==> config.mk <==
export PLATFORM = sky130hd
export DESIGN_NAME = xps_chain_ctrl
export DESIGN_NICKNAME = d
export VERILOG_FILES = /design/src/xps_pkg.sv /design/src/xps_chain_ctrl.sv
export SDC_FILE = /design/constraint.sdc
export NUM_CORES = 1
export LEC_CHECK = 0
export BUFFER_PORTS_ARGS = -buffer_cell sky130_fd_sc_hd__buf_2
export CORE_MARGIN = 8
export CORE_UTILIZATION = 40
export DETAILED_ROUTE_END_ITERATION = 7
export HOLD_SLACK_MARGIN = 0.02
export PLACE_DENSITY_LB_ADDON = 0.1
export RECOVER_POWER = 50
export SKIP_CTS_REPAIR_TIMING = 1
export SYNTH_ARGS = -nofsm -noshare
export SYNTH_HDL_FRONTEND = slang
export SYNTH_SLANG_ARGS = --single-unit
export TNS_END_PERCENT = 30
==> constraint.sdc <==
create_clock -name clock -period 6.1 [get_ports clock]
set_input_delay 1.22 -clock clock [delete_from_list [all_inputs] [get_ports clock]]
set_output_delay 1.22 -clock clock [all_outputs]
set_load 0.05 [all_outputs]
==> src/xps_pkg.sv <==
// Purpose: shared constants for the crosspoint serial chain control block
// Assumes: 200 MHz system clock, APB register access
// Notes: offsets are byte addresses of aligned 32-bit words
package xps_pkg;
  localparam int XPS_WORD_BITS = 16;
  localparam int XPS_NUM_AMPS = 4;
  localparam logic [7:0] XPS_OFF_CTRL = 8'h00;
  localparam logic [7:0] XPS_OFF_STATUS = 8'h04;
  localparam logic [7:0] XPS_OFF_SEL = 8'h08;
  localparam logic [7:0] XPS_OFF_WORD = 8'h0c;
  // word field layout: input code low nibble, amp select above it
  localparam int XPS_FLD_CODE_LSB = 0;
  localparam int XPS_FLD_DIS = 3;
  localparam int XPS_FLD_AMP_LSB = 4;
  // control register bit positions
  localparam int XPS_CTRL_WR_N = 0;
  localparam int XPS_CTRL_CE_N = 1;
  localparam int XPS_CTRL_PWRDN = 2;
  localparam logic [31:0] XPS_CTRL_RESET = 32'h0000_0003;
  // all amplifiers disabled after reset: disable bit set in each slot
  localparam logic [3:0] XPS_SLOT_RESET = 4'h8;
  localparam int XPS_SYNC_STAGES = 3;
endpackage
==> src/xps_chain_ctrl.sv <==
// Purpose: serial chain receiver, input/switch register banks, output enables
// Assumes: serial pins are asynchronous and sampled by the 200 MHz clock
// Notes: serial clock must be slow enough to be oversampled (64 ns bench period)
// Overview of operation
// - all amplifiers sit in high impedance after power-up unless programmed
// - a disabled amplifier drops its output enable so lines can be shared
// - input registers keep accepting writes while shutdown is asserted
// - power-down input low with the control power-down bit clear leaves shutdown and programmed selection drives outputs
// - reset starts every amplifier disabled whatever the power-down input
// - chain output repeats serial input sixteen serial clocks later
// - chain output changes only on serial clock falling edges with select low
// - with select high chain output holds the last bit shifted out
// - chain output is always driven, never high impedance
// - serial data is accepted in 16-bit blocks
// - switch registers load from input registers on commit strobe falling edge
// - disable bit disables the addressed amplifier and floats its output
`timescale 1ns/100ps
`default_nettype none
module xps_chain_ctrl
  import xps_pkg::*;
#(
  parameter int WORD_BITS = XPS_WORD_BITS
)
(
  input wire logic clock, // system clock
  input wire logic sys_rst, // async reset, active high
  input wire logic psel, // apb select
  input wire logic penable, // apb enable
  input wire logic pwrite, // apb direction
  input wire logic [7:0] paddr, // apb byte address
  input wire logic [31:0] pwdata, // apb write data
  output logic [31:0] prdata, // apb read data
  output logic pready, // apb ready
  output logic pslverr, // apb error
  input wire logic serialClk, // serial clock pin
  input wire logic serialSelN, // serial select pin, active low
  input wire logic serialIn, // serial data pin
  input wire logic commitStrobeN, // switch commit strobe, active low
  input wire logic powerDownInput, // shutdown pin, active high
  output logic chainOut, // chain serial output
  output logic [3:0] ampEnable, // amplifier output enables
  output logic [15:0] ampCode // per amp: dis bit and 3-bit input
);
  import xps_pkg::*;

  // ----------------------------------------
  // pin synchronisers
  // ----------------------------------------
  logic [XPS_SYNC_STAGES-1:0] syncClk, syncSel, syncDin, syncCom, syncPd;
  logic [XPS_SYNC_STAGES-1:0] next_syncClk, next_syncSel, next_syncDin, next_syncCom;
  logic [XPS_SYNC_STAGES-1:0] next_syncPd;
  logic sclkS, sclkPrev, selS, comS, comPrev, pdS, dinS;
  logic next_sclkS, next_sclkPrev, next_selS, next_comS, next_comPrev, next_pdS;

  // a change counts once stages two and three agree
  function automatic logic filt(input logic [2:0] s, input logic held);
    filt = (s[1] == s[2]) ? s[2] : held;
  endfunction

  always_comb
  begin
    next_syncClk = {syncClk[1:0], serialClk};
    next_syncSel = {syncSel[1:0], serialSelN};
    next_syncDin = {syncDin[1:0], serialIn};
    next_syncCom = {syncCom[1:0], commitStrobeN};
    next_syncPd = {syncPd[1:0], powerDownInput};
    next_sclkS = filt(syncClk, sclkS);
    next_sclkPrev = sclkS;
    next_selS = filt(syncSel, selS);
    next_comS = filt(syncCom, comS);
    next_comPrev = comS;
    next_pdS = filt(syncPd, pdS);
  end
  assign dinS = syncDin[2];

  always_ff @(posedge clock or posedge sys_rst)
  begin
    if (sys_rst)
    begin
      syncClk <= '0;
      syncSel <= '1;
      syncDin <= '0;
      syncCom <= '1;
      syncPd <= '0;
      sclkS <= 1'b0;
      sclkPrev <= 1'b0;
      selS <= 1'b1;
      comS <= 1'b1;
      comPrev <= 1'b1;
      pdS <= 1'b0;
    end
    else
    begin
      syncClk <= next_syncClk;
      syncSel <= next_syncSel;
      syncDin <= next_syncDin;
      syncCom <= next_syncCom;
      syncPd <= next_syncPd;
      sclkS <= next_sclkS;
      sclkPrev <= next_sclkPrev;
      selS <= next_selS;
      comS <= next_comS;
      comPrev <= next_comPrev;
      pdS <= next_pdS;
    end
  end

  // ----------------------------------------
  // serial shifter, chain output, register banks
  // ----------------------------------------
  logic [31:0] ctrlReg, next_ctrlReg;
  logic [WORD_BITS-1:0] shiftReg, next_shiftReg;
  logic [4:0] bitCount, next_bitCount;
  logic chainBit, next_chainBit;
  logic [3:0] inputSlot [XPS_NUM_AMPS];
  logic [3:0] next_inputSlot [XPS_NUM_AMPS];
  logic [3:0] switchSlot [XPS_NUM_AMPS];
  logic [3:0] next_switchSlot [XPS_NUM_AMPS];
  logic [WORD_BITS-1:0] lastWord, next_lastWord;
  logic [15:0] wordCount, next_wordCount;
  logic serialMode, riseEdge, fallEdge, commitFall, wrActive;
  logic [1:0] wrAmp;

  // serial mode only with write strobe, chip enable and commit strobe idle
  assign serialMode = ctrlReg[XPS_CTRL_WR_N] & ctrlReg[XPS_CTRL_CE_N] & comS & ~selS;
  assign riseEdge = sclkS & ~sclkPrev;
  assign fallEdge = ~sclkS & sclkPrev;
  assign commitFall = comPrev & ~comS;
  assign wrActive = psel & penable & pwrite;
  assign wrAmp = pwdata[XPS_FLD_AMP_LSB +: 2];

  always_comb
  begin
    next_shiftReg = shiftReg;
    next_bitCount = bitCount;
    next_chainBit = chainBit;
    next_lastWord = lastWord;
    next_wordCount = wordCount;
    next_inputSlot = inputSlot;
    next_switchSlot = switchSlot;
    next_ctrlReg = ctrlReg;
    if (serialMode && riseEdge)
    begin
      next_shiftReg = {shiftReg[WORD_BITS-2:0], dinS};
      next_bitCount = (bitCount == 5'(WORD_BITS - 1)) ? 5'd0 : bitCount + 5'd1;
      if (bitCount == 5'(WORD_BITS - 1))
      begin
        // a full block lands in the addressed input register, even in shutdown
        next_lastWord = {shiftReg[WORD_BITS-2:0], dinS};
        next_inputSlot[next_lastWord[XPS_FLD_AMP_LSB +: 2]] =
          next_lastWord[XPS_FLD_CODE_LSB +: 4];
        next_wordCount = wordCount + 16'd1;
      end
    end
    if (selS)
      next_bitCount = 5'd0;
    // msb of the shifter leaves on the falling edge: 16 clocks later
    if (serialMode && fallEdge)
      next_chainBit = shiftReg[WORD_BITS-1];
    if (wrActive && paddr == XPS_OFF_CTRL)
      next_ctrlReg = {29'd0, pwdata[2:0]};
    if (wrActive && paddr == XPS_OFF_WORD && !ctrlReg[XPS_CTRL_WR_N] && !ctrlReg[XPS_CTRL_CE_N])
      next_inputSlot[wrAmp] = pwdata[XPS_FLD_CODE_LSB +: 4];
    if (commitFall)
      next_switchSlot = next_inputSlot;
  end

  always_ff @(posedge clock or posedge sys_rst)
  begin
    if (sys_rst)
    begin
      shiftReg <= '0;
      bitCount <= 5'd0;
      chainBit <= 1'b0;
      lastWord <= '0;
      wordCount <= 16'd0;
      ctrlReg <= XPS_CTRL_RESET;
      for (int i = 0; i < XPS_NUM_AMPS; i++)
      begin
        inputSlot[i] <= XPS_SLOT_RESET;
        switchSlot[i] <= XPS_SLOT_RESET;
      end
    end
    else
    begin
      shiftReg <= next_shiftReg;
      bitCount <= next_bitCount;
      chainBit <= next_chainBit;
      lastWord <= next_lastWord;
      wordCount <= next_wordCount;
      ctrlReg <= next_ctrlReg;
      inputSlot <= next_inputSlot;
      switchSlot <= next_switchSlot;
    end
  end

  assign chainOut = chainBit;

  // ----------------------------------------
  // amplifier outputs
  // ----------------------------------------
  logic shutdown;
  assign shutdown = pdS | ctrlReg[XPS_CTRL_PWRDN];

  genvar g;
  generate
    for (g = 0; g < XPS_NUM_AMPS; g++)
    begin : gAmp
      // disabled or shut down amps release their line
      assign ampEnable[g] = ~switchSlot[g][XPS_FLD_DIS] & ~shutdown;
      assign ampCode[4*g +: 4] = switchSlot[g];
    end
  endgenerate

  // ----------------------------------------
  // apb slave: zero wait states
  // ----------------------------------------
  assign pready = 1'b1;
  assign pslverr = psel & penable & (paddr > XPS_OFF_WORD || paddr[1:0] != 2'b00);

  always_comb
  begin
    case (paddr)
      XPS_OFF_CTRL: prdata = ctrlReg;
      XPS_OFF_STATUS: prdata = {wordCount, 5'd0, shutdown, selS, chainBit, 4'd0, ampEnable};
      XPS_OFF_SEL: prdata = {16'd0, switchSlot[3], switchSlot[2], switchSlot[1], switchSlot[0]};
      XPS_OFF_WORD: prdata = {16'd0, lastWord};
      default: prdata = 32'h0000_0000;
    endcase
  end
endmodule
`default_nettype wire

[Yosys cells after proc, flatten, opt, wreduce, memory -nomap -nowiden]
Cells that the tools add are included.
Word-level totals
  flip-flop bits (word level): 110
  output and inout bits: 55
  logic and storage cells: 93
  input bits: 50
Cells by class
  eq/ne operators: 8
  add/sub/neg operators: 2
  muxes and demuxes: 13
  $lt $le $gt $ge: 5
  reductions and logical operators: 15
  bitwise operators: 25
Operators by type and width (number)
  32-bit case mux with 4 select lines: 1
  16-bit two-way mux: 3
  16-bit bitwise mux: 2
  16-bit by 1-bit adder with 16-bit output (second input constant): 1
  4-bit demux with 2-bit select: 2
  8-bit by 4-bit == test with 1-bit output (second input constant): 2
  5-bit two-way mux: 3
  1-bit AND: 13
  1-bit NOT: 9
  8-bit by 3-bit == test with 1-bit output (second input constant): 1
  8-bit by 4-bit > comparator with 1-bit output (second input constant): 1
  1-bit logical AND: 8
  8-bit logical NOT: 1
  4-bit two-way mux: 2
  3-bit >= comparator (second input constant): 2
  3-bit by 1-bit < comparator with 1-bit output (second input constant): 2
  2-bit NOT with 3-bit output: 2
  5-bit by 1-bit adder with 5-bit output (second input constant): 1
  5-bit by 4-bit == test with 1-bit output (second input constant): 1
  1-bit == test: 4
  2-bit nonzero test: 2
  1-bit logical NOT: 2
  2-bit AND reduction: 1
  1-bit logical OR: 1
  1-bit bitwise OR: 1

[Longest topological paths before layout]
  depth in word-level cells: 10
  gate-level depth with buffers: 7
  depth with buffers taken out: 5

[Worst setup path after synthesis]
Ideal clock, no wire load.
  kind: in2out
  from: input port paddr[2]
  to: output port prdata[10]
  buffers on the path: 2
  cell stages on the path: 4
  data required time: 4.880 ns
  setup slack: 2.061 ns
  arrival: 2.819 ns
  cell sequence: buf_2 -> clkbuf_1 -> o211ai_1 -> a21oi_1
On the way
  cells in the longest elaborated chain, start to end: 2
  elaborated cells between the ends (all ways): 5
  classes of those cells: eq/ne: 3; mux: 1; reduce/logical: 1
Ends and longest elaborated chain
  start: declaration: RTL line xps_chain_ctrl.sv:30  | input wire logic [7:0] paddr,
  8-bit by 4-bit == test with 1-bit output (tied with other cells): RTL line xps_chain_ctrl.sv:223  | case (paddr)
  32-bit case mux with 4 select lines *: RTL line xps_chain_ctrl.sv:223
  end: declaration: RTL line xps_chain_ctrl.sv:32  | output logic [31:0] prdata,
Mark *: on every way between the ends. The rest lies on a longest branch, timed or not.

[Worst setup path in the final report]
  from: input port paddr[5]
  to: output port prdata[30]
Same word-level chain as after synthesis.

==> reports/metrics.cfg <==
[power]
power_density_nw_per_um2=284
vdd_drop_max_mv=0.120
total_power_mw=1.70
p_leak_nw=2.86

[critical_path]
critPathBufInv=2
path_class=input port to primary output
crit_required_ns=4.88
worstPathArrival_ns=3.10
slowest_stage=nor3b_2
crit_fanout=16
crit_chain=buf_2 -> nor4_4 -> nand2_2 -> nor3b_2 -> and2_1 -> buf_2
critPathMostFrequentCell=buf_2
cp_top_family=simple AND/OR/NAND/NOR gates
worst_setup_path_start_kind=input port
cpPeakStageDelay_ns=0.59
worst_setup_path_end_kind=primary output

[global_routing]
antenna_found_initial=0
grt_overflow_total=0
grt.total_usage_pct=16.8
grt_pass1_vias=3813
grt_pass1_wl_mm=21.7
grt_max_degree=76

[clock_tree]
cts.clk_slew.worst_paths_ns=0.07
cts_sinks=110
root_buffer=clkbuf_16
insertion_delay_ns=0.35
cts_buffers=9
cts_buffer_depth=2
htree_num_levels=3
tritoncts=yes

[worst_hold_path]
hold_class=flip-flop to flip-flop

[synthesis]
ys_seq_area_share_pct=53.4
synthTopCellsByArea=dfrtp_1, dfstp_2, nand2_1
yosysTopAreaCell=dfrtp_1
yosysTopAreaCellShare_pct=43.8
ys_seq_elements=110
synthFlopType=dfrtp_1
synthesis.area_per_instance_um2=10.9
synth_common_cells=dfrtp_1, nand2_1, nor2_1, mux2_2
synth_warnings=0
synth_cell_types=53
synth_edf_count=0
yosysMostFrequentCell=dfrtp_1
syn_area_um2=5200
synthCells=475
async_reset_ff_share_pct=100
synth_fp_nets=527

[sta]
fin_skew_ns=0.00584
drv_slew=110
rsz0062_at_grt=no
worst_pin_slew_ns=3.30
slew_headroom_pct=-121
setup_viol_count_final=0
tns_ns=0
fin_crit_ns=4.32
period_share_pct=70.7
max_freq_mhz=232
final-hold-violation-count=0

[detailed_routing]
antenna_left=0
vias=3819
wl_per_cell_um=18.7
drt-pass1-iter-count=4
drt_iter0_markers=230
viasPerCell=5.32
drt_wl_total_mm=13.4
route.detailed.drc=0

[floorplanning]
die_w_um=130
core_area_um2=12700
fp.dieH_um=130
pin_count=105
dieArea_um2=16900
start_util_pct=41.0
num_rows=41

[cells_and_area]
num-fill-cells=1207
nets=593
drive_gt1_share_pct=25.1
multi_input_area_um2=2270
diodes=0
syn_to_final_growth_pct=15.3
seqCellArea_um2=2780

[run_status]
status=complete, but fails checks
violations=capacitance limit, slew limit

[place]
portBuffers=77
dpl.hpwl_mm=9.02
place.gp.congestion=0.758

[flow_run]
drv_cap=2

==> power breakdown <==
group          internal, mW  total [mW]  leakage (nW)  switching, mW
clock                 0.374       0.651         0.155          0.277
sequential            0.770       0.809          1.35         0.0389
combinational        0.0574       0.241          1.36          0.183
total                  1.20        1.70          2.86          0.499
==> cell type report <==
| class | instances | share of cell area, % |
|---|---|---|
| well taps | 172 | 3.59 |
| multi-input cells | 336 | 37.8 |
| inverters | 2 | 0.146 |
| clock buffers | 10 | 3.99 |
| repair buffers | 82 | 6.64 |
| clock inverters | 6 | 1.54 |
| flip-flops and latches | 110 | 46.3 |
==> metal layers <==
| layer | vias to the layer above | routed length, um | share of wire (%) | GRT usage (%) |
|---|---|---|---|---|
| li1 | 1824 | - | - | - |
| met1 | 1863 | 6190 | 46 | 22.7 |
| met2 | 119 | 6200 | 46 | 26.4 |
| met3 | 13 | 790 | 5.9 | 2.94 |
| met4 | 0 | 254 | 1.9 | 6.69 |
| met5 | - | 0 | 0 | 0 |
==> metrics by stage <==
stage | cells | hold slack, ns | setup WS, ns | util, % | area [um^2]
floorplan | 475 | 0.331 | 2.01 | - | 5200
global placement | 702 | 0.332 | 1.80 | 45.1 | 5710
detailed placement | 702 | 0.337 | 1.74 | 45.1 | 5710
CTS | 718 | 0.353 | 1.74 | 47.7 | 6040
global route | 718 | 0.366 | 1.52 | 47.3 | 6000
finish | 718 | 0.352 | 1.78 | 47.3 | 6000
==> registers in the layout, indices dropped and copies added, names as in the netlist <==
signal         flops
ampCode           16
inputSlot         16
lastWord          16
shiftReg          16
wordCount         16
bitCount           5
ctrlReg            3
syncClk            3
syncCom            3
syncDin            3
syncPd             3
syncSel            3
chainOut           1
comPrev            1
comS               1
next_sclkPrev      1
pdS                1
sclkPrev           1
selS               1
==> path summary, 6_finish.rpt <==
check | from | to | slack, ns | cells past startpoint
setup / recovery | paddr[5] | prdata[30] | 1.78 | 6
hold / removal | syncDin[0] | syncDin[1] | 0.35 | 0
setup reg to reg | comS | ampCode[6] | 2.36 | 5
hold reg to reg | syncDin[0] | syncDin[1] | 0.35 | 0
max in group asynchronous | sys_rst | inputSlot[3] | 2.68 | 3
min in group asynchronous | sys_rst | syncPd[0] | 1.80 | 2
==> kinds of logic after synthesis <==
kind of cell | Yosys count | share of synthesized area, %
DFF | 110 | 53.4
AOI/OAI and AO/OA | 62 | 10.5
and+or+nand+nor | 217 | 21.6
xor gates and xnor gates | 15 | 2.53
adders and majority gates | 6 | 1.25
buffers and inverters | 29 | 2.65
other | 1 | 0.0721
muxes | 35 | 8.01
==> placed cells by master, fill, tap and decap left out, types with 3 or more instances in the layout <==
master and instances:
a22oi_1 3, and2_1 16, and3_1 5, buf_2 63, buf_4 3, clkbuf_1 16, clkbuf_16 9, dfrtp_1 91
dfstp_1 4, dfstp_2 15, maj3_1 4, mux2_1 3, mux2_2 20, mux2i_1 9, mux4_2 3, nand2_1 74
nand2b_1 7, nand3_1 19, nand4_1 14, nor2_1 52, nor2b_1 7, nor3_1 3, o211a_1 16, o21ai_0 5
o31ai_1 11, o31ai_2 6, o41ai_1 16, xnor2_1 13
(Power assumes the default switching activity.)
